File: config.mk
export PLATFORM = sky130hd
export DESIGN_NAME = cml_core
export DESIGN_NICKNAME = d
export VERILOG_FILES = /design/src/shared/cml_pkg.sv /design/src/rtl/cml_alu.sv /design/src/rtl/cml_core.sv
export SDC_FILE = /design/constraint.sdc
export NUM_CORES = 1
export LEC_CHECK = 0
export BUFFER_PORTS_ARGS = -buffer_cell sky130_fd_sc_hd__buf_4
export CAP_MARGIN = 20
export CORE_ASPECT_RATIO = 0.8
export CORE_MARGIN = 2
export CORE_UTILIZATION = 35
export DETAILED_ROUTE_END_ITERATION = 8
export PLACE_DENSITY = 0.49
export SLEW_MARGIN = 20
export SYNTH_ARGS = -nofsm -noshare
export SYNTH_HDL_FRONTEND = slang
export SYNTH_SLANG_ARGS = --single-unit
File: constraint.sdc
create_clock -name clk -period 3.16 [get_ports clk]
set_input_delay 0.158 -clock clk [delete_from_list [all_inputs] [get_ports clk]]
set_output_delay 0.158 -clock clk [all_outputs]
set_load 0.02 [all_outputs]
File: src/shared/cml_pkg.sv
// package: constants, opcodes, register map for the move/logic/return core slice
package cml_pkg;

    // ****************************************
    // instruction encoding (14-bit word)
    // ****************************************
    localparam int INSTR_W = 14;
    localparam int ADDR_W = 7;
    localparam int DATA_W = 8;
    localparam int PC_W = 13;
    localparam int STACK_DEPTH = 8;
    localparam int DEST_BIT = 7;

    localparam logic [5:0] OP_INCREMENT_FILE = 6'h0A;
    localparam logic [5:0] OP_OR_WITH_FILE = 6'h04;
    localparam logic [5:0] OP_MOVE_FILE = 6'h08;
    localparam logic [5:0] OP_ZERO_GROUP = 6'h00;
    localparam logic [5:0] OP_ROTATE_LEFT = 6'h0D;
    localparam logic [3:0] OP_LOAD_LITERAL = 4'hC;
    localparam logic [3:0] OP_RETURN_LITERAL = 4'hD;
    localparam logic [13:0] OP_NO_OPERATION = 14'h0000;
    localparam logic [13:0] OP_RETURN_INTERRUPT = 14'h0009;

    // ****************************************
    // register map (AXI4-Lite byte offsets)
    // ****************************************
    localparam logic [7:0] REG_CONTROL = 8'h00;
    localparam logic [7:0] REG_INSTR = 8'h04;
    localparam logic [7:0] REG_WORKING = 8'h08;
    localparam logic [7:0] REG_STATUS = 8'h0C;
    localparam logic [7:0] REG_PC = 8'h10;
    localparam logic [7:0] REG_FILE_ADDR = 8'h14;
    localparam logic [7:0] REG_FILE_DATA = 8'h18;

    localparam int STAT_ZERO = 0;
    localparam int STAT_CARRY = 1;
    localparam int STAT_INT_ENABLE = 2;
    localparam int STAT_ILLEGAL = 3;

    localparam logic [7:0] WORKING_RESET = 8'h00;
    localparam logic [12:0] PC_RESET = 13'h0000;
    localparam logic [1:0] RESP_OKAY = 2'b00;
    localparam logic [1:0] RESP_SLVERR = 2'b10;

endpackage : cml_pkg

File: src/rtl/cml_alu.sv
// alu: result and flag values for the covered byte operations
`timescale 1ns/1ns
`default_nettype none
module cml_alu
    import cml_pkg::*;
(
    // operands
    input wire logic [5:0] opcode,
    input wire logic [7:0] fileVal,
    input wire logic [7:0] workVal,
    input wire logic carryIn,
    // results
    output logic [7:0] result,
    output logic carryOut,
    output logic zeroOut
);
    always_comb
    begin
        result = fileVal;
        carryOut = carryIn;
        unique case (opcode)
            OP_INCREMENT_FILE: result = fileVal + 8'h01;  // [RULE_02]
            OP_OR_WITH_FILE: result = workVal | fileVal;  // [RULE_03]
            OP_ROTATE_LEFT:
            begin
                result = {fileVal[6:0], carryIn};  // [RULE_09] [RULE_10]
                carryOut = fileVal[7];  // [RULE_10]
            end
            default: result = fileVal;  // [RULE_04]
        endcase
        zeroOut = (result == 8'h00);
    end
endmodule : cml_alu
`default_nettype wire

File: src/rtl/cml_core.sv
// core slice: executes the covered instructions, registers on AXI4-Lite
//
// What this block does
// [RULE_01] A file-op result goes to the working register when d is 0, else back to the file.
// [RULE_02] Increment-file adds one to the addressed file and updates the zero flag.
// [RULE_03] Or-with-file ORs working and file, zero flag set only on a zero result.
// [RULE_04] Move-file copies the file to the destination and updates the zero flag.
// [RULE_05] Load-literal puts the 8-bit literal in the working register, flags untouched.
// [RULE_06] Return-from-interrupt pops the stack into the pc and sets the interrupt enable.
// [RULE_07] Store-working writes the working register into the addressed file, no flags.
// [RULE_08] Return-with-literal loads the literal into working and pops the stack into the pc.
// [RULE_09] Rotate-left shifts the file left through carry to the destination.
// [RULE_10] In a rotate-left old bit 7 enters carry and old carry enters bit 0.
// [RULE_11] No-operation changes nothing except advancing the pc.
//
// The implementer's own choices: the register addresses and the AXI4-Lite interface to the registers.
`timescale 1ns/1ns
`default_nettype none
module cml_core
    import cml_pkg::*;
(
    // clock and reset
    input wire logic clk,
    input wire logic resetn,
    // axi4-lite write address
    input wire logic [7:0] s_axi_awaddr,
    input wire logic s_axi_awvalid,
    output logic s_axi_awready,
    // axi4-lite write data
    input wire logic [31:0] s_axi_wdata,
    input wire logic [3:0] s_axi_wstrb,
    input wire logic s_axi_wvalid,
    output logic s_axi_wready,
    // axi4-lite write response
    output logic [1:0] s_axi_bresp,
    output logic s_axi_bvalid,
    input wire logic s_axi_bready,
    // axi4-lite read address
    input wire logic [7:0] s_axi_araddr,
    input wire logic s_axi_arvalid,
    output logic s_axi_arready,
    // axi4-lite read data
    output logic [31:0] s_axi_rdata,
    output logic [1:0] s_axi_rresp,
    output logic s_axi_rvalid,
    input wire logic s_axi_rready
);
    // ****************************************
    // reset synchroniser
    // ****************************************
    logic rstMeta_q, rstSync_q;
    always_ff @(posedge clk or negedge resetn)
    begin
        if (!resetn)
            {rstMeta_q, rstSync_q} <= 2'b00;
        else
            {rstSync_q, rstMeta_q} <= {rstMeta_q, 1'b1};
    end
    // ****************************************
    // architectural state
    // ****************************************
    logic [7:0] fileMem [0:(1 << ADDR_W) - 1];
    logic [12:0] stackMem [0:STACK_DEPTH - 1];
    logic [7:0] work_q, work_d;
    logic [12:0] pc_q, pc_d;
    logic [2:0] sp_q, sp_d;
    logic zero_q, zero_d, carry_q, carry_d, intEnable_q, intEnable_d, illegal_q, illegal_d;
    logic [6:0] fileAddr_q, fileAddr_d;
    // bus-side handshake state
    logic awHeld_q, awHeld_d, wHeld_q, wHeld_d, bValid_q, bValid_d, rValid_q, rValid_d;
    logic [7:0] awAddr_q, awAddr_d;
    logic [31:0] wData_q, wData_d, rData_q, rData_d;
    logic [3:0] wStrb_q, wStrb_d;
    logic [1:0] bResp_q, bResp_d, rResp_q, rResp_d;
    // ****************************************
    // decode and execute
    // ****************************************
    logic doWrite, execute, destFile, aluCarry, aluZero, fileWe, pushNone;
    logic [13:0] instr;
    logic [6:0] fAddr, fileWa;
    logic [7:0] fileVal, aluResult, fileWd;
    assign doWrite = awHeld_q && wHeld_q && !bValid_q;
    assign execute = doWrite && (awAddr_q == REG_INSTR) && (&wStrb_q[1:0]);
    assign instr = wData_q[13:0];
    assign fAddr = instr[6:0];
    assign destFile = instr[DEST_BIT];
    assign fileVal = fileMem[fAddr];
    assign pushNone = 1'b0;
    cml_alu uAlu (
        .opcode(instr[13:8]),
        .fileVal(fileVal),
        .workVal(work_q),
        .carryIn(carry_q),
        .result(aluResult),
        .carryOut(aluCarry),
        .zeroOut(aluZero)
    );
    always_comb
    begin
        work_d = work_q;
        pc_d = pc_q;
        sp_d = sp_q;
        zero_d = zero_q;
        carry_d = carry_q;
        intEnable_d = intEnable_q;
        illegal_d = illegal_q;
        fileAddr_d = fileAddr_q;
        fileWe = 1'b0;
        fileWa = fAddr;
        fileWd = aluResult;
        if (execute)
        begin
            pc_d = pc_q + 13'h0001;  // [RULE_11]
            if (instr == OP_RETURN_INTERRUPT)
            begin
                sp_d = sp_q - 3'h1;
                pc_d = stackMem[sp_q - 3'h1];  // [RULE_06]
                intEnable_d = 1'b1;  // [RULE_06]
            end
            else if (instr[13:10] == OP_LOAD_LITERAL)
                work_d = instr[7:0];  // [RULE_05]
            else if (instr[13:10] == OP_RETURN_LITERAL)
            begin
                work_d = instr[7:0];  // [RULE_08]
                sp_d = sp_q - 3'h1;
                pc_d = stackMem[sp_q - 3'h1];  // [RULE_08]
            end
            else if (instr[13:8] == OP_ZERO_GROUP && destFile)
            begin
                fileWe = 1'b1;  // [RULE_07]
                fileWd = work_q;  // [RULE_07]
            end
            else if (instr[13:8] == OP_INCREMENT_FILE || instr[13:8] == OP_OR_WITH_FILE
                     || instr[13:8] == OP_MOVE_FILE || instr[13:8] == OP_ROTATE_LEFT)
            begin
                fileWe = destFile;  // [RULE_01] [RULE_04]
                if (!destFile)
                    work_d = aluResult;  // [RULE_01]
                if (instr[13:8] == OP_ROTATE_LEFT)
                    carry_d = aluCarry;  // [RULE_10]
                else
                    zero_d = aluZero;  // [RULE_02] [RULE_03] [RULE_04]
            end
            else if (instr != OP_NO_OPERATION)  // no-operation only steps the pc [RULE_11]
                illegal_d = 1'b1;
        end
        else if (doWrite)
        begin
            if (awAddr_q == REG_FILE_ADDR && wStrb_q[0])
                fileAddr_d = wData_q[6:0];
            if (awAddr_q == REG_FILE_DATA && wStrb_q[0])
            begin
                fileWe = 1'b1;
                fileWa = fileAddr_q;
                fileWd = wData_q[7:0];
            end
            if (awAddr_q == REG_CONTROL && wStrb_q[0])
            begin
                intEnable_d = wData_q[STAT_INT_ENABLE];
                illegal_d = illegal_q & ~wData_q[STAT_ILLEGAL];
                carry_d = wData_q[STAT_CARRY];
                zero_d = wData_q[STAT_ZERO];
            end
        end
    end
    always_ff @(posedge clk or negedge rstSync_q)
    begin
        if (!rstSync_q)
        begin
            work_q <= WORKING_RESET;
            pc_q <= PC_RESET;
            sp_q <= 3'h0;
            zero_q <= 1'b0;
            carry_q <= 1'b0;
            intEnable_q <= 1'b0;
            illegal_q <= 1'b0;
            fileAddr_q <= 7'h00;
        end
        else
        begin
            work_q <= work_d;
            pc_q <= pc_d;
            sp_q <= sp_d;
            zero_q <= zero_d;
            carry_q <= carry_d;
            intEnable_q <= intEnable_d;
            illegal_q <= illegal_d;
            fileAddr_q <= fileAddr_d;
        end
    end
    // file memory: no reset, written only on an enabled cycle
    always_ff @(posedge clk)
    begin
        if (fileWe)
            fileMem[fileWa] <= fileWd;
    end

    // return stack: no push path here, so every entry starts at the reset pc
    always_ff @(posedge clk or negedge rstSync_q)
    begin
        if (!rstSync_q)
            stackMem <= '{default: PC_RESET};
        else if (pushNone)
            stackMem[sp_q] <= pc_q;
    end
    // ****************************************
    // axi4-lite slave
    // ****************************************
    function automatic logic known(input logic [7:0] a);
        known = (a == REG_CONTROL) || (a == REG_INSTR) || (a == REG_WORKING)
            || (a == REG_STATUS) || (a == REG_PC) || (a == REG_FILE_ADDR)
            || (a == REG_FILE_DATA);
    endfunction : known
    always_comb
    begin
        awHeld_d = awHeld_q;
        wHeld_d = wHeld_q;
        awAddr_d = awAddr_q;
        wData_d = wData_q;
        wStrb_d = wStrb_q;
        bValid_d = bValid_q;
        bResp_d = bResp_q;
        rValid_d = rValid_q;
        rData_d = rData_q;
        rResp_d = rResp_q;
        if (s_axi_awvalid && s_axi_awready)
        begin
            awHeld_d = 1'b1;
            awAddr_d = {s_axi_awaddr[7:2], 2'b00};
        end
        if (s_axi_wvalid && s_axi_wready)
        begin
            wHeld_d = 1'b1;
            wData_d = s_axi_wdata;
            wStrb_d = s_axi_wstrb;
        end
        if (doWrite)
        begin
            awHeld_d = 1'b0;
            wHeld_d = 1'b0;
            bValid_d = 1'b1;
            bResp_d = known(awAddr_q) ? RESP_OKAY : RESP_SLVERR;
        end
        else if (bValid_q && s_axi_bready)
            bValid_d = 1'b0;
        if (s_axi_arvalid && s_axi_arready)
        begin
            rValid_d = 1'b1;
            rResp_d = known({s_axi_araddr[7:2], 2'b00}) ? RESP_OKAY : RESP_SLVERR;
            unique case ({s_axi_araddr[7:2], 2'b00})
                REG_WORKING: rData_d = {24'h00_0000, work_q};
                REG_STATUS, REG_CONTROL:
                    rData_d = {28'h000_0000, illegal_q, intEnable_q, carry_q, zero_q};
                REG_PC: rData_d = {19'h0_0000, pc_q};
                REG_FILE_ADDR: rData_d = {25'h000_0000, fileAddr_q};
                REG_FILE_DATA: rData_d = {24'h00_0000, fileMem[fileAddr_q]};
                default: rData_d = 32'h0000_0000;
            endcase
        end
        else if (rValid_q && s_axi_rready)
            rValid_d = 1'b0;
    end
    always_ff @(posedge clk or negedge rstSync_q)
    begin
        if (!rstSync_q)
        begin
            awHeld_q <= 1'b0;
            wHeld_q <= 1'b0;
            awAddr_q <= 8'h00;
            wData_q <= 32'h0000_0000;
            wStrb_q <= 4'h0;
            bValid_q <= 1'b0;
            bResp_q <= RESP_OKAY;
            rValid_q <= 1'b0;
            rData_q <= 32'h0000_0000;
            rResp_q <= RESP_OKAY;
        end
        else
        begin
            awHeld_q <= awHeld_d;
            wHeld_q <= wHeld_d;
            awAddr_q <= awAddr_d;
            wData_q <= wData_d;
            wStrb_q <= wStrb_d;
            bValid_q <= bValid_d;
            bResp_q <= bResp_d;
            rValid_q <= rValid_d;
            rData_q <= rData_d;
            rResp_q <= rResp_d;
        end
    end
    assign s_axi_awready = !awHeld_q && !bValid_q;
    assign s_axi_wready = !wHeld_q && !bValid_q;
    assign s_axi_bvalid = bValid_q;
    assign s_axi_bresp = bResp_q;
    assign s_axi_arready = !rValid_q;
    assign s_axi_rvalid = rValid_q;
    assign s_axi_rdata = rData_q;
    assign s_axi_rresp = rResp_q;
endmodule : cml_core
`default_nettype wire

==> run summary <==
P_leak: 22.73 nW
Synth Cell Area: 53240 sq um
Commonest non-fill, non-tap cell in the layout: edfxtp_1
Min-delay worst type: input port to flop
Clk root buf: clkbuf_16
Final period util: 138.4%
Placed inst area: 61840 sq um
Gr ovfl total: 0
# port buffers: 54
Syn_area_per_cell: 17.97 sq um
Main combinational cell family by area after synthesis: multiplexers
Vias per cell: 5.976
Cells after Synth: 2963
Layout cell share with drive strength beyond 1: 43.88%
Top Ports: 100
Dpl ws: -1.503 ns
Core footprint: 150500 sq um
Detail Route Antenna Nets: 0
Via count: 34523
Outcome: finished with violations
Seq/Total Area, Yosys: 61.28%
Least-Margin Pin Slew: 1.141 ns
First-pass GRT wire length: 277100 um
Netlist cell types: 96
Hold Path Sink: awAddr_q[3]
Post-route cell area: 68010 sq um
Worst slew margin: 23.66%
Violated checks: setup timing
Clock latency on the worst-skew pair: 0.78 ns
WHS: 0.1729 ns
Post-synthesis compound-gate area fraction: 4.545%
Fmax: 228.6 MHz
Worst setup EP type: flop
DRC: 0
# H-tree levels: 3
R2r endpoint: fileMem[53][6]
Num rows: 127
RD Place Congestion: 0.9265
DIE AREA: 155300 sq um
Num CTS Buffers: 114
Hold Path Cell Cnt: 3
Adder-cell share of the synthesized area: 0.04700%
Final HPWL DP: 142200 um
Routed wire per std cell: 34.82 um
Simple-gate share of the synthesized area: 4.512%
Kind of critical path: flop to flop
Ys Warns: 0
Die X: 440.1 um
Asr flop ratio synth: 6.824%
CP arrival: 4.83 ns
DR iter-0 viols: 4332
Vias in the first global route: 34358
Ys flop type: edfxtp_1
Power Total: 80.63 mW
Slew Limit Fails: 0
Data required time at the worst endpoint: 3.61 ns
Final worst slack: -1.214 ns
Drt pass-1 iters: 5
Min Tclk post-route: 4.374 ns
Clock Path Buffers: 3
Maximum vdd drop: 1.162 mV
Pwr/cell area: 1186 nW/um^2
Clock slew at reported path FFs: 0.06 ns
Final hold viol count: 0
Initial Utilization: 35.38%
Initial antenna violation count: 11
Clock sinks: 1099
Worst r2r src: wData_q[1]
Post-synthesis xor/xnor area fraction: 0.09870%
Mux cell area share after synthesis: 26.17%
Final setup fails: 2066
CTS tree: built
Cells on worst reg2reg path: 16
Clock Skew: 0.06860 ns
R2R Setup Slk: -1.21 ns
P&R area growth vs syn: 27.73%
Tot GR Track Use: 25.60%
Total wire length: 201100 um
Crit path launch type: flop
RSZ-0062 raised after global routing: yes
Die Span Y: 352.9 um
#FFs+latches synth: 1099
Largest net degree at the start of global routing: 74
Hold_sp: s_axi_awaddr[3]
Commonest non-fill, non-tap cells in the layout: edfxtp_1 (1024), buf_4 (556), mux4_2 (501), buf_12 (190), nor2_1 (174)
Max-cap violation count: 0
Number of synthesized flops with an enable pin: 1024
Nets: 3737
Crit-path max FO: 72
[state kept, by name (all words and copies together), names as in the netlist, 2 cells and up]
| name | flops |
|---|---|
| fileMem | 1024 |
| wData_q | 14 |
| pc_q | 13 |
| s_axi_rdata | 13 |
| work_q | 8 |
| fileAddr_q | 7 |
| awAddr_q | 6 |
| wStrb_q | 2 |
[worst max-delay path by stage]
stage | startpoint | to | slack [ns] | cells after the start
floorplan | wData_q[0] | fileMem[0][4] | -1.37 | 16
global placement | wData_q[0] | fileMem[11][1] | -1.62 | 14
detailed placement | wData_q[0] | fileMem[99][6] | -1.50 | 15
CTS | wData_q[1] | fileMem[68][6] | -1.10 | 17
global route | wData_q[1] | fileMem[12][6] | -1.27 | 16
finish | wData_q[1] | fileMem[53][6] | -1.21 | 16
[per-layer routing]
layer	wire length [um]	up-vias	track usage, %	share of wire, %
li1	-	13848	-	-
met1	85310	18666	37.12	42
met2	90080	1743	38.50	45
met3	19790	262	6.397	9.8
met4	5935	4	6.521	3.0
met5	21	-	0	0.010
[metrics by stage]
stage | TNS [ns] | std cells | utilization (%)
6_report | -1604.55 | 5777 | 45.19
5_1_grt | -1772.15 | 5768 | 45.18
4_1_cts | -1455.59 | 5755 | 44.93
3_5_place_dp | -2315.91 | 5440 | 41.10
3_3_place_gp | -2307.53 | 5439 | 41.09
2_1_floorplan | -1233.96 | 2983 | -
[kinds of logic after synthesis]
| logic type | count (synthesis) |
|---|---|
| other cells | 2 |
| mux | 736 |
| compound gates | 351 |
| xor+xnor | 6 |
| fa+ha+maj | 2 |
| flops | 1099 |
| buf+inv | 264 |
| simple gates | 503 |
[worst max-delay path: stages, from the launching register on]
cell and delay [ns]:
dfrtp_4 0.59, buf_12 0.20, mux4_2 0.33, o22ai_1 0.08, a211o_1 0.39, a22oi_2 0.37, o2111ai_2 0.20, nor2_4 0.18
ha_4 0.16, nand2b_4 0.06, nor4_4 0.24, a21oi_2 0.10, o21bai_4 0.18, o211ai_1 0.21, a21oi_1 0.08, a211o_4 0.38
buf_12 0.20
[cell type report]
| cell class | count | area, sq um |
|---|---|---|
| inverter | 8 | 30.03 |
| multi-input combinational | 1620 | 19510 |
| tap | 1999 | 2501 |
| timing repair buffer | 833 | 9475 |
| clock buffer | 142 | 2968 |
| clock inverter | 67 | 837.1 |
| fill | 12838 | 82470 |
| antenna | 9 | 22.52 |
| sequential | 1099 | 32660 |
[report_power, final]
group | internal (mW) | leakage [nW] | switching, mW
clock network | 8.05 | 1.85 | 5.94
logic | 18.6 | 10.7 | 24.4
registers | 23.2 | 10.1 | 0.452
[cells in the mapped netlist, types with 5 or more instances]
master | instances | area (sq um)
clkbuf_8 | 11 | 151.4
a22o_1 | 20 | 175.2
a31oi_1 | 9 | 56.30
nor3_1 | 25 | 125.1
buf_6 | 30 | 337.8
o31ai_1 | 9 | 67.56
or3_1 | 7 | 43.79
buf_12 | 14 | 280.3
o211ai_1 | 6 | 45.04
nor2b_1 | 20 | 125.1
and2_1 | 7 | 43.79
a22oi_1 | 51 | 382.9
buf_1 | 29 | 108.9
o2111ai_1 | 10 | 87.58
buf_2 | 51 | 255.2
nand3_1 | 52 | 260.3
clkbuf_1 | 86 | 322.8
o21ai_0 | 73 | 365.4
dfrtp_1 | 75 | 1877
o22ai_1 | 23 | 143.9
o221ai_1 | 5 | 43.79
nand2_1 | 113 | 424.2
a21oi_1 | 66 | 330.3
and3_1 | 18 | 112.6
mux4_1 | 17 | 446.7
nor2_1 | 181 | 679.4
mux2_2 | 47 | 529.3
mux4_2 | 498 | 11220
a222oi_1 | 9 | 90.09
or2_2 | 21 | 131.4
buf_4 | 29 | 217.7
a211oi_1 | 19 | 142.6
mux2i_1 | 174 | 1742
edfxtp_1 | 1024 | 30750
inv_1 | 7 | 26.28
nand4_1 | 9 | 56.30
nand2b_1 | 12 | 75.07
[what timing repair did]
| action | 4_1_cts | 5_1_grt |
|---|---|---|
| setup endpoints to repair | 2078 | 2066 |
| cloned | 24 | 6 |
| setup buffers | 45 | 5 |
| endpoints found under the hold margin | 42 | 0 |
| hold buffers | 37 | 0 |
| gates resized for setup | 113 | 45 |
| pin swaps | 14 | 6 |
No activity file was read; power rests on OpenSTA's default activity.
